<file path="config.mk">
export PLATFORM = sky130hd
export DESIGN_NAME = acs_cal_status
export DESIGN_NICKNAME = d
export VERILOG_FILES = /design/src/core/acs_pkg.sv /design/src/core/acs_cal_status.sv /design/src/core/acs_coef_mem.sv
export VERILOG_INCLUDE_DIRS = /design/src /design/src/core
export SDC_FILE = /design/constraint.sdc
export NUM_CORES = 1
export LEC_CHECK = 0
export BUFFER_PORTS_ARGS = -buffer_cell sky130_fd_sc_hd__buf_2
export CORE_MARGIN = 2
export CORE_UTILIZATION = 58
export DETAILED_ROUTE_END_ITERATION = 8
export PLACE_DENSITY = 0.89
export SYNTH_ARGS = -nofsm -noshare
export SYNTH_HDL_FRONTEND = slang
export SYNTH_SLANG_ARGS = --single-unit
</file>
<file path="constraint.sdc">
create_clock -name i_clock -period 3.45 [get_ports i_clock]
set_input_delay 0.69 -clock i_clock [delete_from_list [all_inputs] [get_ports i_clock]]
set_output_delay 0.69 -clock i_clock [all_outputs]
set_load 0.02 [all_outputs]
</file>
<file path="src/core/acs_cfg.svh">
`ifndef ACS_CFG_SVH
`define ACS_CFG_SVH

// ****************************************
// Control word layout (14 bits).
// ****************************************
`define ACS_CTL_W        14
`define ACS_CTL_LAUNCH   0
`define ACS_CTL_SCOPE_LO 1
`define ACS_CTL_SCOPE_HI 2
`define ACS_CTL_TYPE     3
`define ACS_CTL_MODE     5
`define ACS_CTL_RB_LO    6
`define ACS_CTL_RB_HI    7
`define ACS_CTL_PD_LO    8
`define ACS_CTL_PD_HI    9

// ****************************************
// Status word layout and reset value.
// ****************************************
`define ACS_STAT_W       16
`define ACS_STAT_RESET   16'h0000
`define ACS_STAT_BUSY    14
`define ACS_STAT_ID      2'h3

// ****************************************
// Readback selection codes.
// ****************************************
`define ACS_RB_ADC       2'h0
`define ACS_RB_TEST      2'h1
`define ACS_RB_COEF      2'h2
`define ACS_RB_STATUS    2'h3

// ****************************************
// Scope codes and coefficient indices.
// ****************************************
`define ACS_SCOPE_FULL   2'h0
`define ACS_SCOPE_GO     2'h1
`define ACS_SCOPE_OFS    2'h2
`define ACS_SCOPE_GAIN   2'h3
`define ACS_IDX_GAIN     4'h0
`define ACS_IDX_OFS      4'h1
`define ACS_IDX_DAC_LAST 4'h9
`define ACS_COEF_DEPTH   10
`define ACS_COEF_W       16
`define ACS_COEF_DATA_W  14
`define ACS_ADC_W        12

`endif

</file>
<file path="src/core/acs_pkg.sv">
package acs_pkg;

   // Calibration step being carried out by the sequencer.
   typedef enum logic [1:0]
   {
      ACS_IDLE,
      ACS_DAC,
      ACS_GAIN,
      ACS_OFFSET
   } acs_step_t;

endpackage

</file>
<file path="src/core/acs_cal_status.sv">
// Functional notes
// RQ1 - Type 0 scope 00: DAC, gain, offset.
// RQ2 - Type 0 other scopes: internal gain/offset only.
// RQ3 - Type 1 scope 00: DAC, system gain, offset.
// RQ4 - Type 1 other scopes: system gain/offset only.
// RQ5 - Readback select 11 returns 16-bit status.
// RQ6 - Status word starts at zero.
// RQ7 - Bits 15, 13..10 zero; bit 4 unused.
// RQ8 - Bit 14 shows conversion or calibration busy.
// RQ9 - Bits 9..8 echo power-down selection.
// RQ10 - Bits 7..6 always read one.
// RQ11 - Bit 5 interface mode, cleared per read.
// RQ12 - Bit 3 shows self or system type.
// RQ13 - Bit 0 set while calibration runs.
// RQ14 - Bits 2..1 echo scope selection.
// RQ15 - Ten host readable and writable coefficients.
// RQ16 - Calibration runs update coefficients themselves.
// RQ17 - Scope selects coefficients for reads, writes.
// RQ18 - Host never interleaves coefficient reads, writes.
// RQ19 - Launch bit starts run, self-clears at end.
// RQ20 - Scope picks ten, two, offset or gain.
// RQ21 - Pointer resets on scope write or end.
// RQ22 - Host sets readback 10 for coefficients.
// RQ23 - Status echoes fields of latest control write.
`include "acs_cfg.svh"
`timescale 1ns/10ps

module acs_cal_status
   import acs_pkg::*;
#(
   parameter int ADC_W  = `ACS_ADC_W,
   parameter int COEF_W = `ACS_COEF_W,
   parameter int DEPTH  = `ACS_COEF_DEPTH
)
(
   // Clock and reset.
   input  wire logic              i_clock,
   input  wire logic              i_rst,
   // Control word write from the serial port.
   input  wire logic              i_ctrl_wr,
   input  wire logic [13:0]       i_ctrl_data,
   // Coefficient write from the serial port.
   input  wire logic              i_coef_wr,
   input  wire logic [COEF_W-1:0] i_coef_wdata,
   // Read cycle request and returned word.
   input  wire logic              i_rd,
   output logic      [15:0]       o_rd_data,
   output logic                   o_rd_valid,
   // Converter side.
   input  wire logic              i_conv_busy,
   input  wire logic [ADC_W-1:0]  i_adc_data,
   // Calibration engine handshake.
   output logic      [1:0]        o_cal_step,
   output logic                   o_cal_step_start,
   output logic                   o_cal_system,
   input  wire logic              i_step_done,
   input  wire logic              i_upd_we,
   input  wire logic [3:0]        i_upd_idx,
   input  wire logic [COEF_W-1:0] i_upd_data,
   // Settings and the busy flag handed to the rest of the unit.
   output logic      [1:0]        o_power_down_sel,
   output logic                   o_iface_mode1,
   output logic                   o_busy
);

   // ****************************************
   // Declarations.
   // ****************************************
   logic [1:0]        power_down_sel_ff;   // Power management field.
   logic [1:0]        readback_sel_ff;     // Read register selection.
   logic              mode_ff;             // Interface variant, 1 = first mode.
   logic              cal_type_select_ff;  // 0 self, 1 system.
   logic [1:0]        cal_scope_ff;        // Scope bits {hi, lo}.
   logic              cal_launch_ff;       // Set while a run is active.
   acs_step_t         step_ff;             // Current calibration step.
   acs_step_t         nxt_step;            // Step after the current one.
   logic              step_start_ff;       // One-cycle pulse per new step.
   logic              busy_ff;             // Registered busy flag.
   logic [3:0]        ptr_ff;              // Coefficient pointer.
   logic [3:0]        ptr_start;           // First index of the sequence.
   logic [3:0]        ptr_end;             // Last index of the sequence.
   logic [15:0]       rd_data_ff;          // Returned read word.
   logic              rd_valid_ff;         // Read word strobe.
   logic [15:0]       status_word;         // Assembled status word.
   logic [COEF_W-1:0] mem_rdata;           // Coefficient at the pointer.
   logic              mem_we;              // Store write enable.
   logic [3:0]        mem_waddr;           // Store write index.
   logic [COEF_W-1:0] mem_wdata;           // Store write data.
   logic              ctrl_take;           // Control write accepted.
   logic              coef_access;         // Host access moves the pointer.
   logic              cal_scope_hi;        // Upper scope bit.
   logic              cal_scope_lo;        // Lower scope bit.

   assign cal_scope_hi = cal_scope_ff[1];
   assign cal_scope_lo = cal_scope_ff[0];

   // A control write during a run is ignored so the run is not disturbed.
   assign ctrl_take = i_ctrl_wr && !cal_launch_ff;

   // ****************************************
   // Control fields.
   // ****************************************

   // Latches the settings of the latest accepted control write.
   always_ff @(posedge i_clock or posedge i_rst)
   begin
      if (i_rst)
      begin
         power_down_sel_ff  <= 2'h0;
         readback_sel_ff    <= `ACS_RB_ADC;
         cal_type_select_ff <= 1'b0;
         cal_scope_ff       <= `ACS_SCOPE_FULL;
      end
      else if (ctrl_take)
      begin
         // Fields are echoed later in the status word.
         power_down_sel_ff  <= i_ctrl_data[`ACS_CTL_PD_HI:`ACS_CTL_PD_LO]; // RQ23
         readback_sel_ff    <= i_ctrl_data[`ACS_CTL_RB_HI:`ACS_CTL_RB_LO]; // RQ23
         cal_type_select_ff <= i_ctrl_data[`ACS_CTL_TYPE]; // RQ23
         cal_scope_ff       <= i_ctrl_data[`ACS_CTL_SCOPE_HI:`ACS_CTL_SCOPE_LO]; // RQ17
      end
   end

   // Interface variant: set by a write, dropped after every read cycle that has no accepted write in the same cycle.
   always_ff @(posedge i_clock or posedge i_rst)
   begin
      if (i_rst)
      begin
         mode_ff <= 1'b0;
      end
      else if (ctrl_take)
      begin
         // A write in the same cycle as a read wins, as it is the newer request.
         mode_ff <= i_ctrl_data[`ACS_CTL_MODE];
      end
      else if (i_rd)
      begin
         // Each read cycle falls back to the second mode.
         mode_ff <= 1'b0; // RQ11
      end
   end

   // ****************************************
   // Calibration sequencer.
   // ****************************************

   // Chooses the step that follows the current one.
   always_comb
   begin
      case (step_ff)
         ACS_DAC:
         begin
            // The DAC step is always followed by gain.
            nxt_step = ACS_GAIN; // RQ1 RQ3
         end
         ACS_GAIN:
         begin
            // Full and gain-plus-offset runs go on to offset.
            if ((cal_scope_ff == `ACS_SCOPE_FULL) || (cal_scope_ff == `ACS_SCOPE_GO))
            begin
               nxt_step = ACS_OFFSET; // RQ2 RQ4
            end
            else
            begin
               nxt_step = ACS_IDLE; // RQ2 RQ4
            end
         end
         ACS_OFFSET:
         begin
            // Offset is always the last step.
            nxt_step = ACS_IDLE;
         end
         default:
         begin
            nxt_step = ACS_IDLE;
         end
      endcase
   end

   // Starts a run on a launch write and walks through its steps.
   always_ff @(posedge i_clock or posedge i_rst)
   begin
      if (i_rst)
      begin
         step_ff       <= ACS_IDLE;
         cal_launch_ff <= 1'b0;
         step_start_ff <= 1'b0;
      end
      else if (ctrl_take && i_ctrl_data[`ACS_CTL_LAUNCH])
      begin
         // The first step depends on the scope just written.
         cal_launch_ff <= 1'b1; // RQ19
         step_start_ff <= 1'b1;
         case (i_ctrl_data[`ACS_CTL_SCOPE_HI:`ACS_CTL_SCOPE_LO])
            `ACS_SCOPE_FULL:
            begin
               step_ff <= ACS_DAC; // RQ1 RQ3
            end
            `ACS_SCOPE_OFS:
            begin
               step_ff <= ACS_OFFSET; // RQ2 RQ4
            end
            default:
            begin
               step_ff <= ACS_GAIN; // RQ2 RQ4
            end
         endcase
      end
      else if ((step_ff != ACS_IDLE) && i_step_done)
      begin
         // The launch flag drops with the end of the last step.
         step_ff       <= nxt_step;
         step_start_ff <= (nxt_step != ACS_IDLE);
         cal_launch_ff <= (nxt_step != ACS_IDLE); // RQ19
      end
      else
      begin
         step_start_ff <= 1'b0;
      end
   end

   // Busy covers both conversions and calibration runs.
   always_ff @(posedge i_clock or posedge i_rst)
   begin
      if (i_rst)
      begin
         busy_ff <= 1'b0;
      end
      else
      begin
         busy_ff <= i_conv_busy || cal_launch_ff; // RQ8
      end
   end

   // ****************************************
   // Coefficient pointer.
   // ****************************************

   // First and last index of the selected access sequence.
   always_comb
   begin
      case (cal_scope_ff)
         `ACS_SCOPE_FULL:
         begin
            // Gain, offset, then the eight DAC words.
            ptr_start = `ACS_IDX_GAIN; // RQ20
            ptr_end   = `ACS_IDX_DAC_LAST;
         end
         `ACS_SCOPE_GO:
         begin
            // Gain then offset.
            ptr_start = `ACS_IDX_GAIN; // RQ20
            ptr_end   = `ACS_IDX_OFS;
         end
         `ACS_SCOPE_OFS:
         begin
            // Offset alone starts the pointer at offset.
            ptr_start = `ACS_IDX_OFS; // RQ20 RQ21
            ptr_end   = `ACS_IDX_OFS;
         end
         default:
         begin
            // Gain alone.
            ptr_start = `ACS_IDX_GAIN; // RQ20
            ptr_end   = `ACS_IDX_GAIN;
         end
      endcase
   end

   // Host reads move the pointer only when coefficients are selected.
   assign coef_access = (i_coef_wr && !cal_launch_ff) ||
                        (i_rd && (readback_sel_ff == `ACS_RB_COEF)); // RQ22

   // Resets on a control write and wraps after the last access.
   always_ff @(posedge i_clock or posedge i_rst)
   begin
      if (i_rst)
      begin
         ptr_ff <= `ACS_IDX_GAIN;
      end
      else if (ctrl_take)
      begin
         // The reset point follows the newly written scope.
         if (i_ctrl_data[`ACS_CTL_SCOPE_HI:`ACS_CTL_SCOPE_LO] == `ACS_SCOPE_OFS)
         begin
            ptr_ff <= `ACS_IDX_OFS; // RQ21
         end
         else
         begin
            ptr_ff <= `ACS_IDX_GAIN; // RQ21
         end
      end
      else if (coef_access)
      begin
         if (ptr_ff == ptr_end)
         begin
            // The sequence is complete, so start over.
            ptr_ff <= ptr_start; // RQ21
         end
         else
         begin
            ptr_ff <= ptr_ff + 4'h1; // RQ21
         end
      end
   end

   // ****************************************
   // Coefficient store.
   // ****************************************

   // During a run only the engine writes; otherwise only the host.
   always_comb
   begin
      if (cal_launch_ff)
      begin
         mem_we    = i_upd_we; // RQ16
         mem_waddr = i_upd_idx;
         mem_wdata = i_upd_data;
      end
      else
      begin
         mem_we    = i_coef_wr; // RQ15 RQ17
         mem_waddr = ptr_ff;
         mem_wdata = i_coef_wdata;
      end
   end

   // Ten words, read continuously at the pointer.
   acs_coef_mem
   #(
      .W     (COEF_W),
      .DEPTH (DEPTH),
      .AW    (4)
   )
   u_coef_mem
   (
      .i_clock (i_clock),
      .i_rst   (i_rst),
      .i_we    (mem_we),
      .i_waddr (mem_waddr),
      .i_wdata (mem_wdata),
      .i_raddr (ptr_ff), // RQ15 RQ17
      .o_rdata (mem_rdata)
   );

   // ****************************************
   // Readback.
   // ****************************************

   // Status word built from live state and echoed settings.
   assign status_word =
   {
      1'b0,               // Always zero.
      busy_ff,            // RQ8
      4'h0,               // RQ7
      power_down_sel_ff,  // RQ9
      `ACS_STAT_ID,       // RQ10
      mode_ff,            // RQ11
      1'b0,               // Unused bit, reads zero.
      cal_type_select_ff, // RQ12
      cal_scope_hi,       // RQ14
      cal_scope_lo,       // RQ14
      cal_launch_ff       // RQ13
   };

   // Returns the selected register one cycle after each read request.
   always_ff @(posedge i_clock or posedge i_rst)
   begin
      if (i_rst)
      begin
         rd_data_ff  <= `ACS_STAT_RESET; // RQ6
         rd_valid_ff <= 1'b0;
      end
      else
      begin
         rd_valid_ff <= i_rd;
         if (i_rd)
         begin
            case (readback_sel_ff)
               `ACS_RB_ADC:
               begin
                  // Conversion result with four leading zeros.
                  rd_data_ff <= {4'h0, i_adc_data};
               end
               `ACS_RB_COEF:
               begin
                  // Coefficient with two leading zeros.
                  rd_data_ff <= {2'b00, mem_rdata[`ACS_COEF_DATA_W-1:0]}; // RQ15
               end
               `ACS_RB_STATUS:
               begin
                  rd_data_ff <= status_word; // RQ5
               end
               default:
               begin
                  // Test register has no content here.
                  rd_data_ff <= 16'h0000;
               end
            endcase
         end
      end
   end

   // ****************************************
   // Outputs.
   // ****************************************
   assign o_rd_data        = rd_data_ff;
   assign o_rd_valid       = rd_valid_ff;
   assign o_cal_step       = step_ff;
   assign o_cal_step_start = step_start_ff;
   assign o_cal_system     = cal_type_select_ff;
   assign o_power_down_sel = power_down_sel_ff;
   assign o_iface_mode1    = mode_ff;
   assign o_busy           = busy_ff;

endmodule // acs_cal_status

</file>
<file path="src/core/acs_coef_mem.sv">
`timescale 1ns/10ps

// ****************************************
// Coefficient store, one write port and a registered read port.
// ****************************************
module acs_coef_mem
#(
   parameter int W     = 16,
   parameter int DEPTH = 10,
   parameter int AW    = 4
)
(
   // Clock and reset.
   input  wire logic          i_clock,
   input  wire logic          i_rst,
   // Write port.
   input  wire logic          i_we,
   input  wire logic [AW-1:0] i_waddr,
   input  wire logic [W-1:0]  i_wdata,
   // Read port.
   input  wire logic [AW-1:0] i_raddr,
   output logic      [W-1:0]  o_rdata
);

   logic [W-1:0] mem_ff [DEPTH];  // Storage words.
   logic [W-1:0] rdata_ff;        // Registered read data.

   // Writes beyond the last word are dropped.
   always_ff @(posedge i_clock)
   begin
      if (i_we && (int'(i_waddr) < DEPTH))
      begin
         mem_ff[i_waddr] <= i_wdata;
      end
   end

   // The read word follows the address one cycle later.
   always_ff @(posedge i_clock or posedge i_rst)
   begin
      if (i_rst)
      begin
         rdata_ff <= '0;
      end
      else if (int'(i_raddr) < DEPTH)
      begin
         rdata_ff <= mem_ff[i_raddr];
      end
      else
      begin
         rdata_ff <= '0;
      end
   end

   assign o_rdata = rdata_ff;

endmodule // acs_coef_mem

</file>
==> results list <==
- The flow ran to the end, and the final reports show no timing, DRC or antenna violations.
- Final critical delay including setup and external delays: 2180 ps
- The net count of the finished layout is 684.
- The largest individual stage delay along the critical path comes from the cell mux2_2.
* Number of library cell types mapped by synthesis: 44
- In this run the tool buffered the top-level ports with 84 buffer cells.
- The pre-antenna-repair detailed-routing pass consisted of 5 iterations.
* WHS: 462 ps
- The initialized floorplan defines 42 standard-cell rows.
- Along the worst path, the maximum fanout reaches 20.
- STA classifies the critical path endpoint as a register.
* Final number of max-transition violations: 0
* Max-Cap Viols: 0
- Hold-critical path depth: 3
- The cell family contributing the most delay on the critical path is buffers and inverters.
- Type of origin of the critical path: register
- Post-synthesis net count: 594
- The die covers 14300 µm².
* Post-detail-place hpwl: 9860 µm
- Synth Area per Inst: 14.9 µm²
* Number of DRC markers in iteration 0: 370
- Crit path buf inv count: 2
* Pin slew with the least headroom to its limit: 931 ps
* Number of buffers inserted by post-CTS setup repair: 0
- Timing would allow up to 458 MHz.
- After detailed routing, the average wire length per cell comes to 20.3 µm.
* Clock slew at reported path FFs: 70 ps
* Post-cts hold buffer count: 0
- The layout has 855 filler cells.
- The post-route netlist has 27.4% of its cells at a drive strength greater than 1.
* Starting density of the core: 58.8%
- Cell Area, Synth: 7730 µm²
- Grt total ovfl: 0
- Leakage dissipation: 3.50 nW
* DRC violation count after routing: 0
* Post-synth ARST share: 25.1%
- Signal arrival time at the worst endpoint: 2300 ps
- Counting flops with a built-in enable in the synthesized netlist gives 140.
- At the later pin of the worst-skew pair, clock insertion delay measures 430 ps.
* Antenna Cells: 0
* Vias per cell: 5.95
* Post-DRT Antenna Nets: 0
- Cts repair resizes: 0
* Master cell of the clock root buffer: clkbuf_16
- Number of top-level pins: 95
* Clock tree from TritonCTS: done
- Area of the core: 13100 µm²
* Sequential area share after synthesis: 69.6%
* Number of clock sinks: 187
- Cell Chain, Critical Path: buf_4 -> mux2_2 -> or3_1 -> a21oi_1 -> buf_4
- After the flow finishes, the layout carries non-filler instances totaling 799.
* Peak supply drop: 0.413 mV
* Count of synthesis-stage warnings from yosys: 0
- The die is 119 µm tall.
* Inserted Clock Buffers: 17
- At the worst endpoint, the required time is 3570 ps.
- After routing, the total negative slack on setup checks comes to 0 ps.
* Cell count after synthesis: 520
* Count of final hold-check violations: 0
- Final core occ: 68.5%
* Setup repair after global routing missed its margin: no
- The first global-routing pass estimated 25500 µm of wire.
- Leading area contributor after synthesis: edfxtp_1
* Area fraction of the dominant cell type after synthesis: 54.4%
- Ratio of total power to cell area: 855 nW/µm²
- H-tree levels: 4
- Number of antenna violations at the first check in global routing: 1
* Placed cell count: 767
- Buffer levels on the longest clock path: 2
* WP depth: 5
- Area growth from synthesis to layout: 16.5%
- Setup violations remaining at the end of the flow were counted as 0.
* Flip-flop cell with the highest count after synthesis: edfxtp_1
* Via count of the first global-routing pass: 4796
- Worst R2R Path Depth: 5
- Cell with the most instances on the worst path: buf_4
- Global routing used 24.0% of the available tracks.
* Width of the chip: 119 µm
- Entering global routing, the biggest net connects 48 pins.
- Detailed routing inserted a total of 4752 vias.
- Classification of the worst setup path: reg2reg
- Path type of the worst min-delay path: in2reg
- Number of synthesized register bits: 187
- Power Total: 0.00770 W
* Longest individual stage delay on the worst path: 440 ps
* Setup skew after layout: 8.81 ps
- In the finished design, the share of the clock period the worst path needs comes to 63.3%.
- Routed wire length: 16200 µm
- At the end of routability-driven placement, the weighted congestion stood at 0.821.
* Top area cells in the synthesized netlist: edfxtp_1 54%, dfrtp_1 15%, mux2i_1 9.7%, mux2_2 3.2%, a22oi_1 2.7%
- Measured against its own limit, the worst slew margin works out to 37.8%.
[cell type report]
class / instances / area (µm²) / share of cell area, %
multi-input combinational: 293 / 2190 / 24.3
clock buffer: 17 / 425 / 4.72
sequential: 187 / 5380 / 59.8
timing repair buffer: 101 / 561 / 6.23
clock inverter: 15 / 186 / 2.07
tap: 176 / 220 / 2.45
inverter: 10 / 37.5 / 0.417
[where the power goes]
part | internal [W] | switching, W | leakage, nW
combinational | 0.000930 | 0.00140 | 1.37
clock | 0.00115 | 0.000841 | 0.293
sequential | 0.00300 | 0.000375 | 1.84
total | 0.00508 | 0.00261 | 3.50
[sequential cells by signal, summed over array words and instances (netlist names), 2 cells and up]
register            flops
u_coef_mem.o_rdata     14
o_rd_data              15
o_power_down_sel        2
u_coef_mem.mem_ff     140
o_cal_step              2
readback_sel_ff         2
cal_scope_ff            2
ptr_ff                  4
[logic make-up (layout without fill, tap and decap cells)]
| kind of cell | after synthesis | in the layout | synth area share, % |
|---|---|---|---|
| flops | 187 | 187 | 69.6 |
| simple gates | 111 | 111 | 6.62 |
| mux | 97 | 97 | 12.9 |
| compound gates | 79 | 79 | 7.47 |
| buf+inv | 40 | 143 | 2.54 |
| fa+ha+maj | 4 | 4 | 0.648 |
| other cells | 1 | 1 | 0.0485 |
| xor+xnor | 1 | 1 | 0.113 |
[synth_stat cells (7+ instances only)]
| cell | number |
|---|---|
| a221oi_1 | 7 |
| nor2b_1 | 7 |
| a22oi_1 | 28 |
| buf_4 | 7 |
| mux2i_1 | 75 |
| o21ai_0 | 8 |
| mux2_2 | 22 |
| o22ai_1 | 14 |
| edfxtp_1 | 140 |
| inv_1 | 8 |
| nand2_1 | 49 |
| clkbuf_1 | 12 |
| nor2_1 | 25 |
| buf_2 | 10 |
| nor3_1 | 10 |
| dfrtp_1 | 47 |
[layer usage]
metal  share of wire, %  GRT usage [%]  wire [µm]  up-vias
li1                   -              -          -     2152
met1                 40           30.7       6460     2337
met2                 51           40.2       8300      234
met3                7.1           4.74       1150       27
met4                1.8           10.3        299        2
met5              0.074              0         12        -
[final timing paths]
check	start	end	slack (ps)
max	cal_launch_ff	u_coef_mem.mem_ff[9][9]	1270
min	i_ctrl_data[8]	o_power_down_sel[0]	460
max reg2reg	cal_launch_ff	u_coef_mem.mem_ff[9][9]	1270
min reg2reg	o_rd_data[11]	o_rd_data[11]	490
max in group asynchronous	i_rst	ptr_ff[0]	2300
min in group asynchronous	i_rst	o_rd_data[1]	470
[stage by stage]
stage          setup WS [ps]  area (µm²)
2_1_floorplan            928        7730
3_3_place_gp            1220        8390
5_1_grt                 1170        9000
3_5_place_dp            1210        8390
6_report                1270        9000
4_1_cts                 1270        9000
[placed cells by master (no fill, tap or decap), drive strengths merged, types with 2 or more instances in the layout]
cell	instances
ha	4
nor3	10
clkinvlp	3
nor2b	7
mux2	22
a21oi	2
buf	101
a31oi	4
nand2b	6
mux2i	75
a32oi	2
nand3	3
bufinv	3
a22oi	28
edfxtp	140
clkbuf	17
clkinv	4
nor2	25
a221oi	7
nand2	49
dfrtp	47
or3	2
o221ai	2
o22ai	14
o21ai	9
inv	15
o2bb2ai	5
or2	2
or4b	2
[worst min-delay path, cell delays in order]
cell and delay (ps):
buf_2 80, nand2_1 40, nand2_1 40
No activity file was read; power rests on OpenSTA's default activity.
